## src/lsce_consts.vh

```
// Constants for the linear sensor command engine: command codes, register addresses, delays.
`ifndef LSCE_CONSTS_VH
`define LSCE_CONSTS_VH

// Action command bytes.
`define LSCE_CMD_MAIN_RESET 8'h1b
`define LSCE_CMD_BEGIN_EXPOSURE 8'h08
`define LSCE_CMD_CAPTURE_EXPOSURE 8'h10
`define LSCE_CMD_STREAM_SAMPLES 8'h02
`define LSCE_CMD_CANCEL_STREAM 8'h19
`define LSCE_CMD_CAPTURE_AND_STREAM 8'h12
`define LSCE_CMD_CAPTURE_STREAM_RESTART 8'h16

// Register command prefixes in bits 7:5 and the address field.
`define LSCE_PFX_SETTING_STORE 3'h2
`define LSCE_PFX_SETTING_FETCH 3'h3
`define LSCE_ADDR_MSB 4

// Register addresses.
`define LSCE_ADDR_LEFT_OFFSET 5'h00
`define LSCE_ADDR_LEFT_GAIN 5'h01
`define LSCE_ADDR_CENTER_OFFSET 5'h02
`define LSCE_ADDR_CENTER_GAIN 5'h03
`define LSCE_ADDR_RIGHT_OFFSET 5'h04
`define LSCE_ADDR_RIGHT_GAIN 5'h05
`define LSCE_ADDR_MODE 5'h1f

// Register widths and field positions.
`define LSCE_OFFSET_W 8
`define LSCE_GAIN_W 5
`define LSCE_MODE_SLEEP_BIT 4
`define LSCE_OFFSET_RESET 8'h00
`define LSCE_GAIN_RESET 5'h00
`define LSCE_MODE_RESET 8'h00

// Timing counts, in serial clocks.
`define LSCE_BREAK_LEN 10
`define LSCE_EXPOSE_DELAY 22
`define LSCE_STREAM_DELAY 44
`define LSCE_FETCH_DELAY 4
`define LSCE_OUT_VALID_DELAY 30

// Pixel count and frame layout.
`define LSCE_PIXELS 102
`define LSCE_DATA_BITS 8
`define LSCE_FRAME_TAIL 9

`endif

```

## src/lsce_engine.v

```verilog
// Serial command interpreter and sequencer for a 102-pixel linear image sensor.
`timescale 1ns/1ps
`include "lsce_consts.vh"

module lsce_engine #(
    parameter PIXELS = `LSCE_PIXELS,
    parameter EXPOSE_DELAY = `LSCE_EXPOSE_DELAY,
    parameter STREAM_DELAY = `LSCE_STREAM_DELAY,
    parameter FETCH_DELAY = `LSCE_FETCH_DELAY
) (
    // Clock and reset
    input wire mclk,
    input wire reset_n,
    // Serial link
    input wire serial_in,
    output reg serial_out,
    output reg serial_out_valid,
    // Pixel converter
    output reg [6:0] pixel_sel,
    input wire [7:0] pixel_code,
    // Analog array control
    output reg pix_reset,
    output reg integrating,
    output reg capture_strobe,
    output reg hold_valid,
    output reg sleep_mode,
    // Zone and mode settings
    output reg [7:0] left_offset,
    output reg [4:0] left_gain,
    output reg [7:0] center_offset,
    output reg [4:0] center_gain,
    output reg [7:0] right_offset,
    output reg [4:0] right_gain,
    output reg [7:0] mode_setting
);

    localparam RX_IDLE = 2'h0;
    localparam RX_DATA = 2'h1;
    localparam RX_BREAK = 2'h2;

    localparam TX_IDLE = 2'h0;
    localparam TX_WAIT = 2'h1;
    localparam TX_FRAME = 2'h2;
    localparam TX_NEXT = 2'h3;

    localparam [6:0] LAST_PIXEL = PIXELS - 1;
    localparam [5:0] STREAM_WAIT = STREAM_DELAY - 1;
    localparam [5:0] FETCH_WAIT = FETCH_DELAY - 1;
    localparam [4:0] EXPOSE_WAIT = EXPOSE_DELAY - 1;
    localparam [3:0] FRAME_TAIL = `LSCE_FRAME_TAIL;
    localparam [4:0] VALID_WAIT = `LSCE_OUT_VALID_DELAY - 1;

    // Receiver state.
    reg [1:0] rx_state_reg;
    reg [2:0] rx_bit_reg;
    reg [7:0] rx_shift_reg;
    reg [3:0] zero_run_reg;
    reg byte_done_reg;
    reg [7:0] byte_reg;

    // Command tracking.
    reg expect_data_reg;
    reg [4:0] store_addr_reg;

    // Transmitter state.
    reg [1:0] tx_state_reg;
    reg [5:0] tx_wait_reg;
    reg [3:0] tx_bits_reg;
    reg [8:0] tx_shift_reg;
    reg tx_stream_reg;
    reg [7:0] tx_fetch_reg;

    // Exposure sequencing and output qualification.
    reg expose_pending_reg;
    reg [4:0] expose_cnt_reg;
    reg seen_reset_reg;
    reg [4:0] valid_cnt_reg;

    // Decoded command of the byte that just finished.
    wire is_cmd = byte_done_reg && !expect_data_reg;
    wire [7:0] cmd = byte_reg;
    wire cmd_reset = is_cmd && cmd == `LSCE_CMD_MAIN_RESET;
    wire cmd_cancel = is_cmd && cmd == `LSCE_CMD_CANCEL_STREAM;
    wire cmd_restart = is_cmd && cmd == `LSCE_CMD_CAPTURE_STREAM_RESTART;
    wire cmd_capture = is_cmd && (cmd == `LSCE_CMD_CAPTURE_EXPOSURE ||
        cmd == `LSCE_CMD_CAPTURE_AND_STREAM || cmd == `LSCE_CMD_CAPTURE_STREAM_RESTART);
    wire cmd_stream = is_cmd && (cmd == `LSCE_CMD_STREAM_SAMPLES ||
        cmd == `LSCE_CMD_CAPTURE_AND_STREAM || cmd == `LSCE_CMD_CAPTURE_STREAM_RESTART);
    wire cmd_expose = is_cmd && (cmd == `LSCE_CMD_BEGIN_EXPOSURE || cmd_restart);
    wire cmd_store = is_cmd && cmd[7:5] == `LSCE_PFX_SETTING_STORE;
    wire cmd_fetch = is_cmd && cmd[7:5] == `LSCE_PFX_SETTING_FETCH;
    wire cmd_kill = cmd_reset || cmd_cancel;
    wire break_now = !serial_in && zero_run_reg == `LSCE_BREAK_LEN - 1;

    // Register read multiplexer; unmapped addresses read as zero.
    reg [7:0] fetch_data;
    always @* begin
        fetch_data = 8'h00;
        if (cmd[`LSCE_ADDR_MSB:0] == `LSCE_ADDR_LEFT_OFFSET) begin
            fetch_data = left_offset;
        end else if (cmd[`LSCE_ADDR_MSB:0] == `LSCE_ADDR_LEFT_GAIN) begin
            fetch_data = {3'h0, left_gain};
        end else if (cmd[`LSCE_ADDR_MSB:0] == `LSCE_ADDR_CENTER_OFFSET) begin
            fetch_data = center_offset;
        end else if (cmd[`LSCE_ADDR_MSB:0] == `LSCE_ADDR_CENTER_GAIN) begin
            fetch_data = {3'h0, center_gain};
        end else if (cmd[`LSCE_ADDR_MSB:0] == `LSCE_ADDR_RIGHT_OFFSET) begin
            fetch_data = right_offset;
        end else if (cmd[`LSCE_ADDR_MSB:0] == `LSCE_ADDR_RIGHT_GAIN) begin
            fetch_data = {3'h0, right_gain};
        end else if (cmd[`LSCE_ADDR_MSB:0] == `LSCE_ADDR_MODE) begin
            fetch_data = mode_setting;
        end
    end

    // Receiver. A break parks it until the line returns high, so the trailing
    // zeros of the break cannot be mistaken for a start bit.
    always @(posedge mclk or negedge reset_n) begin
        if (!reset_n) begin
            rx_state_reg <= RX_IDLE;
            rx_bit_reg <= 3'h0;
            rx_shift_reg <= 8'h00;
            zero_run_reg <= 4'h0;
            byte_done_reg <= 1'b0;
            byte_reg <= 8'h00;
        end else begin
            byte_done_reg <= 1'b0;
            if (serial_in) begin
                zero_run_reg <= 4'h0;
            end else if (zero_run_reg != 4'hf) begin
                zero_run_reg <= zero_run_reg + 4'h1;
            end
            if (break_now) begin
                rx_state_reg <= RX_BREAK;
            end else begin
                case (rx_state_reg)
                    RX_IDLE: begin
                        if (!serial_in) begin
                            rx_state_reg <= RX_DATA;
                            rx_bit_reg <= 3'h0;
                        end
                    end
                    RX_DATA: begin
                        rx_shift_reg <= {serial_in, rx_shift_reg[7:1]};
                        rx_bit_reg <= rx_bit_reg + 3'h1;
                        if (rx_bit_reg == `LSCE_DATA_BITS - 1) begin
                            // No stop bit is awaited; the next zero may be a start.
                            rx_state_reg <= RX_IDLE;
                            byte_done_reg <= 1'b1;
                            byte_reg <= {serial_in, rx_shift_reg[7:1]};
                        end
                    end
                    RX_BREAK: begin
                        if (serial_in) begin
                            rx_state_reg <= RX_IDLE;
                        end
                    end
                    default: begin
                        rx_state_reg <= RX_IDLE;
                    end
                endcase
            end
        end
    end

    // Command tracker and settings. Only received bytes cause actions.
    always @(posedge mclk or negedge reset_n) begin
        if (!reset_n) begin
            expect_data_reg <= 1'b0;
            store_addr_reg <= 5'h00;
            left_offset <= `LSCE_OFFSET_RESET;
            left_gain <= `LSCE_GAIN_RESET;
            center_offset <= `LSCE_OFFSET_RESET;
            center_gain <= `LSCE_GAIN_RESET;
            right_offset <= `LSCE_OFFSET_RESET;
            right_gain <= `LSCE_GAIN_RESET;
            mode_setting <= `LSCE_MODE_RESET;
            sleep_mode <= 1'b0;
        end else begin
            sleep_mode <= mode_setting[`LSCE_MODE_SLEEP_BIT];
            if (rx_state_reg == RX_BREAK || break_now) begin
                expect_data_reg <= 1'b0;
            end else if (byte_done_reg && expect_data_reg) begin
                expect_data_reg <= 1'b0;
                if (store_addr_reg == `LSCE_ADDR_LEFT_OFFSET) begin
                    left_offset <= byte_reg;
                end else if (store_addr_reg == `LSCE_ADDR_LEFT_GAIN) begin
                    left_gain <= byte_reg[`LSCE_GAIN_W-1:0];
                end else if (store_addr_reg == `LSCE_ADDR_CENTER_OFFSET) begin
                    center_offset <= byte_reg;
                end else if (store_addr_reg == `LSCE_ADDR_CENTER_GAIN) begin
                    center_gain <= byte_reg[`LSCE_GAIN_W-1:0];
                end else if (store_addr_reg == `LSCE_ADDR_RIGHT_OFFSET) begin
                    right_offset <= byte_reg;
                end else if (store_addr_reg == `LSCE_ADDR_RIGHT_GAIN) begin
                    right_gain <= byte_reg[`LSCE_GAIN_W-1:0];
                end else if (store_addr_reg == `LSCE_ADDR_MODE) begin
                    mode_setting <= byte_reg;
                end
            end else if (cmd_store) begin
                expect_data_reg <= 1'b1;
                store_addr_reg <= cmd[`LSCE_ADDR_MSB:0];
            end
            // Any other byte is a one-byte action or ignored outright.
        end
    end

    // Exposure sequencing: capture, release after the pixel reset cycle, abort.
    always @(posedge mclk or negedge reset_n) begin
        if (!reset_n) begin
            pix_reset <= 1'b1;
            integrating <= 1'b0;
            capture_strobe <= 1'b0;
            hold_valid <= 1'b0;
            expose_pending_reg <= 1'b0;
            expose_cnt_reg <= 5'h00;
        end else begin
            capture_strobe <= 1'b0;
            if (cmd_kill) begin
                pix_reset <= 1'b1;
                integrating <= 1'b0;
                hold_valid <= 1'b0;
                expose_pending_reg <= 1'b0;
            end else begin
                if (cmd_capture) begin
                    capture_strobe <= 1'b1;
                    hold_valid <= 1'b1;
                    integrating <= 1'b0;
                    pix_reset <= 1'b1;
                end
                if (cmd_expose) begin
                    // A restart follows its own capture within the same byte.
                    expose_pending_reg <= 1'b1;
                    expose_cnt_reg <= EXPOSE_WAIT;
                    if (!cmd_capture) begin
                        pix_reset <= 1'b1;
                        integrating <= 1'b0;
                    end
                end else if (expose_pending_reg) begin
                    expose_cnt_reg <= expose_cnt_reg - 5'h01;
                    if (expose_cnt_reg == 5'h00) begin
                        expose_pending_reg <= 1'b0;
                        pix_reset <= 1'b0;
                        integrating <= 1'b1;
                    end
                end
            end
        end
    end

    // Transmitter. It runs apart from the receiver, so bytes keep being taken
    // during a stream; a fetch issued mid-stream replaces the stream.
    always @(posedge mclk or negedge reset_n) begin
        if (!reset_n) begin
            tx_state_reg <= TX_IDLE;
            tx_wait_reg <= 6'h00;
            tx_bits_reg <= 4'h0;
            tx_shift_reg <= 9'h1ff;
            tx_stream_reg <= 1'b0;
            tx_fetch_reg <= 8'h00;
            pixel_sel <= 7'h00;
            serial_out <= 1'b1;
        end else if (cmd_kill) begin
            tx_state_reg <= TX_IDLE;
            tx_stream_reg <= 1'b0;
            serial_out <= 1'b1;
        end else if (cmd_stream) begin
            tx_state_reg <= TX_WAIT;
            tx_wait_reg <= STREAM_WAIT;
            tx_stream_reg <= 1'b1;
            pixel_sel <= 7'h00;
            serial_out <= 1'b1;
        end else if (cmd_fetch) begin
            tx_state_reg <= TX_WAIT;
            tx_wait_reg <= FETCH_WAIT;
            tx_stream_reg <= 1'b0;
            tx_fetch_reg <= fetch_data;
            serial_out <= 1'b1;
        end else begin
            case (tx_state_reg)
                TX_IDLE: begin
                    serial_out <= 1'b1;
                end
                TX_WAIT: begin
                    tx_wait_reg <= tx_wait_reg - 6'h01;
                    if (tx_wait_reg == 6'h00) begin
                        serial_out <= 1'b0;
                        tx_shift_reg <= {1'b1, tx_stream_reg ? pixel_code : tx_fetch_reg};
                        tx_bits_reg <= FRAME_TAIL;
                        tx_state_reg <= TX_FRAME;
                    end
                end
                TX_FRAME: begin
                    serial_out <= tx_shift_reg[0];
                    tx_shift_reg <= {1'b1, tx_shift_reg[8:1]};
                    tx_bits_reg <= tx_bits_reg - 4'h1;
                    if (tx_bits_reg == 4'h1) begin
                        tx_state_reg <= TX_NEXT;
                        if (tx_stream_reg && pixel_sel != LAST_PIXEL) begin
                            pixel_sel <= pixel_sel + 7'h01;
                        end else begin
                            tx_stream_reg <= 1'b0;
                        end
                    end
                end
                TX_NEXT: begin
                    // One stop bit between pixels: the next start follows at once.
                    if (tx_stream_reg) begin
                        serial_out <= 1'b0;
                        tx_shift_reg <= {1'b1, pixel_code};
                        tx_bits_reg <= FRAME_TAIL;
                        tx_state_reg <= TX_FRAME;
                    end else begin
                        serial_out <= 1'b1;
                        tx_state_reg <= TX_IDLE;
                    end
                end
                default: begin
                    tx_state_reg <= TX_IDLE;
                end
            endcase
        end
    end

    // Output qualification after the first main reset.
    always @(posedge mclk or negedge reset_n) begin
        if (!reset_n) begin
            seen_reset_reg <= 1'b0;
            valid_cnt_reg <= 5'h00;
            serial_out_valid <= 1'b0;
        end else if (cmd_reset && !seen_reset_reg) begin
            seen_reset_reg <= 1'b1;
            valid_cnt_reg <= VALID_WAIT;
        end else if (seen_reset_reg && !serial_out_valid) begin
            valid_cnt_reg <= valid_cnt_reg - 5'h01;
            if (valid_cnt_reg == 5'h00) begin
                serial_out_valid <= 1'b1;
            end
        end
    end

endmodule

```

## config.mk

```make
export PLATFORM = sky130hd
export DESIGN_NAME = lsce_engine
export DESIGN_NICKNAME = d
export VERILOG_FILES = /design/src/lsce_engine.v
export VERILOG_INCLUDE_DIRS = /design/src
export SDC_FILE = /design/constraint.sdc
export NUM_CORES = 1
export LEC_CHECK = 0
export BUFFER_PORTS_ARGS = -buffer_cell sky130_fd_sc_hd__buf_2
export CORE_ASPECT_RATIO = 1.4
export CORE_MARGIN = 5
export CORE_UTILIZATION = 49
export CTS_BUF_LIST = sky130_fd_sc_hd__clkbuf_8
export DETAILED_ROUTE_END_ITERATION = 8
export PLACE_DENSITY = 0.8
export SLEW_MARGIN = 5
export SYNTH_ARGS = -nofsm -noshare
export SYNTH_HDL_FRONTEND = slang
export SYNTH_SLANG_ARGS = --single-unit
export TNS_END_PERCENT = 1
```

## constraint.sdc

```tcl
create_clock -name mclk -period 6.34 [get_ports mclk]
set_input_delay 0.951 -clock mclk [delete_from_list [all_inputs] [get_ports mclk]]
set_output_delay 0.951 -clock mclk [all_outputs]
set_load 0.005 [all_outputs]
```

==> impl_metrics.ini <==
[status]
status = complete, no violations

[clock_tree]
ctsResizeCount = 0
root_buffer = clkbuf_8
clock_sinks = 133
clkSlewWorstSetupHoldPaths_ns = 0.09
numCtsBuffers = 17
cts_tree = built
holdBufCountCts = 0
h-tree-depth = 4
post_cts_buffers = 0
clockBufferDepth = 2
insertion_delay_ns = 0.45

[run]
maxCapViolCount = 0

[power_and_ir_drop]
p_leak_nw = 3.49
cellPowerDensity_nw_per_um2 = 408
vdd_ir_drop_max_mv = 0.300

[timing]
fin_crit_ns = 3.05
setup_viol = 0
finalHoldViolations = 0
skew_ns = 0.0122
rsz0062_at_grt = no
max_slew_margin = 0.399
tightest_slew_ns = 0.901
final_max_slew_viol_count = 0
finalCritPeriodShare = 0.480
fin_tns_setup_ns = 0
whs_ns = 0.466
fmax_mhz = 328

[yosys]
synth_seq_area_share = 0.525
synth_area_leaders = dfrtp_1 (48%), mux2_2 (11%), dfstp_2 (4.1%), ha_1 (3.7%), o21ai_0 (2.6%)
syn-num-nets = 602
synth_edf_count = 0
ys_ff_latch = 133
synthCells = 572
yosys_warnings = 0
synth_cell_types = 67
yosysTopAreaCell = dfrtp_1
synth_area_um2 = 6360
yosys.area.top_type_share = 0.484
async_flop_share = 1.00
ys.flop_type = dfrtp_1
avgSynthCellArea_um2 = 11.1

[drt]
avgRoutedWirePerCell_um = 18.3
routed_wl_um = 14800
drt_iter0_drc = 394
drtPass1Iterations = 5
via_count = 4821
vias_per_cell = 5.95
drtAntennaViolNets = 0
drcViolationCount = 0

[floorplan]
die_area_um2 = 15400
io_pins = 72
start_util = 0.497
die-height_um = 145
die_w_um = 106
core_um2 = 12800
rows = 49

[hold_path]
hp-class = reg2reg

[worst_setup_path]
path_cells = inv_1, o2111ai_1, nand4b_1, or4b_2, nand2_1
critPathArrivalTime_ns = 3.43
cp_data_required_time_ns = 6.73
critPathKind = reg2reg
cpPeakStageDelay_ns = 0.85
crit_buf_inv = 1
worstPathMaxFanout = 23
critical_path.top_delay_family = simple AND/OR/NAND/NOR gates
worstSetupStartpointType = register
end_kind = register
critPathSlowestCell = or4b_2

[final_layout]
area_growth_pct = 13.8
final_layout_size_suffix_gt1_frac = 0.292
final_cell_area_um2 = 7240
postLayoutCoreUtil = 0.565
diodes = 0
fillers = 1036
stdcell_count = 810
final-seq-area_um2 = 3340
multiInputGateArea_um2 = 2830
fin_nets = 674

[global_routing]
grt_use_total = 0.202
grt_overflow = 0
grt_max_degree = 73
grt_pass1_wl_um = 24700
antenna_found_initial = 0
grt_pass1_vias = 4951

[placed_design]
placed_area_um2 = 6840
dpl.cell_count = 778
place.gp.congestion = 0.872
port_buffers = 71
hpwl_um = 10600
cell usage in the layout (no fill, tap or decap), types with 5 or more instances in the layout:
cell,instances
dfrtp_1,123
buf_2,70
mux2_2,63
nand2_1,43
nor2_1,33
o21ai_0,33
inv_1,26
ha_1,19
nand3_1,18
a21oi_1,18
clkbuf_8,17
nor3_1,14
nor4_1,12
xnor2_1,12
nor2b_1,11
dfstp_2,10
or3_1,8
mux2i_1,8
o22ai_1,7
a222oi_1,6
inv_6,6
clkinvlp_4,6
xor2_1,5
a22oi_1,5
final timing paths:
check                                start              end  slack (ns)  cells past startpoint
max                            byte_reg[2]   tx_bits_reg[2]        3.29                      5
min                        mode_setting[4]       sleep_mode        0.47                      0
max reg2reg                    byte_reg[2]   tx_bits_reg[2]        3.29                      5
min reg2reg                mode_setting[4]       sleep_mode        0.47                      0
max in group asynchronous          reset_n  tx_fetch_reg[3]        4.40                      2
min in group asynchronous          reset_n   tx_bits_reg[2]        0.62                      1
report_power, final:
group          internal (mW)  switching (mW)
registers               1.08           0.251
logic                  0.399           0.503
clock network          0.358           0.363
layout make-up:
class / instances / area share
clock buffer: 17 / 0.0323
clock inverter: 15 / 0.0233
multi-input combinational: 392 / 0.391
inverter: 26 / 0.0135
timing repair buffer: 74 / 0.0525
tap: 153 / 0.0264
sequential: 133 / 0.461
per-layer routing:
| metal | wire length [um] | track usage | up-vias |
|---|---|---|---|
| li1 | - | - | 2224 |
| met4 | 448 | 0.0969 | 0 |
| met1 | 5800 | 0.239 | 2385 |
| met2 | 7840 | 0.358 | 170 |
| met3 | 741 | 0.0364 | 42 |
| met5 | 0 | 0 | - |
per-stage QoR:
step	setup slack [ns]	total power, mW
2_1_floorplan	3.76	1.96
3_3_place_gp	3.45	2.17
3_5_place_dp	3.34	2.24
4_1_cts	3.33	2.96
5_1_grt	3.04	3.15
6_report	3.29	2.95
logic make-up after synthesis:
family,synth area share
AOI/OAI and AO/OA,0.113
xor gates and xnor gates,0.0234
adders and majority gates,0.0374
buffers and inverters,0.0305
DFF,0.525
muxes,0.124
and+or+nand+nor,0.146
cell usage after synthesis, types with 3 or more instances:
cell type	count
nor3_1	14
nor3b_1	4
dfrtp_1	123
nor2b_1	11
xor2_1	5
nor2_1	33
mux2i_1	8
o31ai_1	4
xnor2_1	12
nand2_1	43
o22ai_1	7
a21o_1	4
clkbuf_1	16
nand2b_1	4
dfstp_2	10
or2_2	3
nand3_1	18
a22oi_1	5
nor4_1	12
a221oi_1	3
a222oi_1	6
nor4b_1	3
nand4_1	4
or3_1	8
o21ai_0	33
ha_1	19
mux2_2	63
a21oi_1	18
inv_1	26
(Power assumes the default switching activity.)
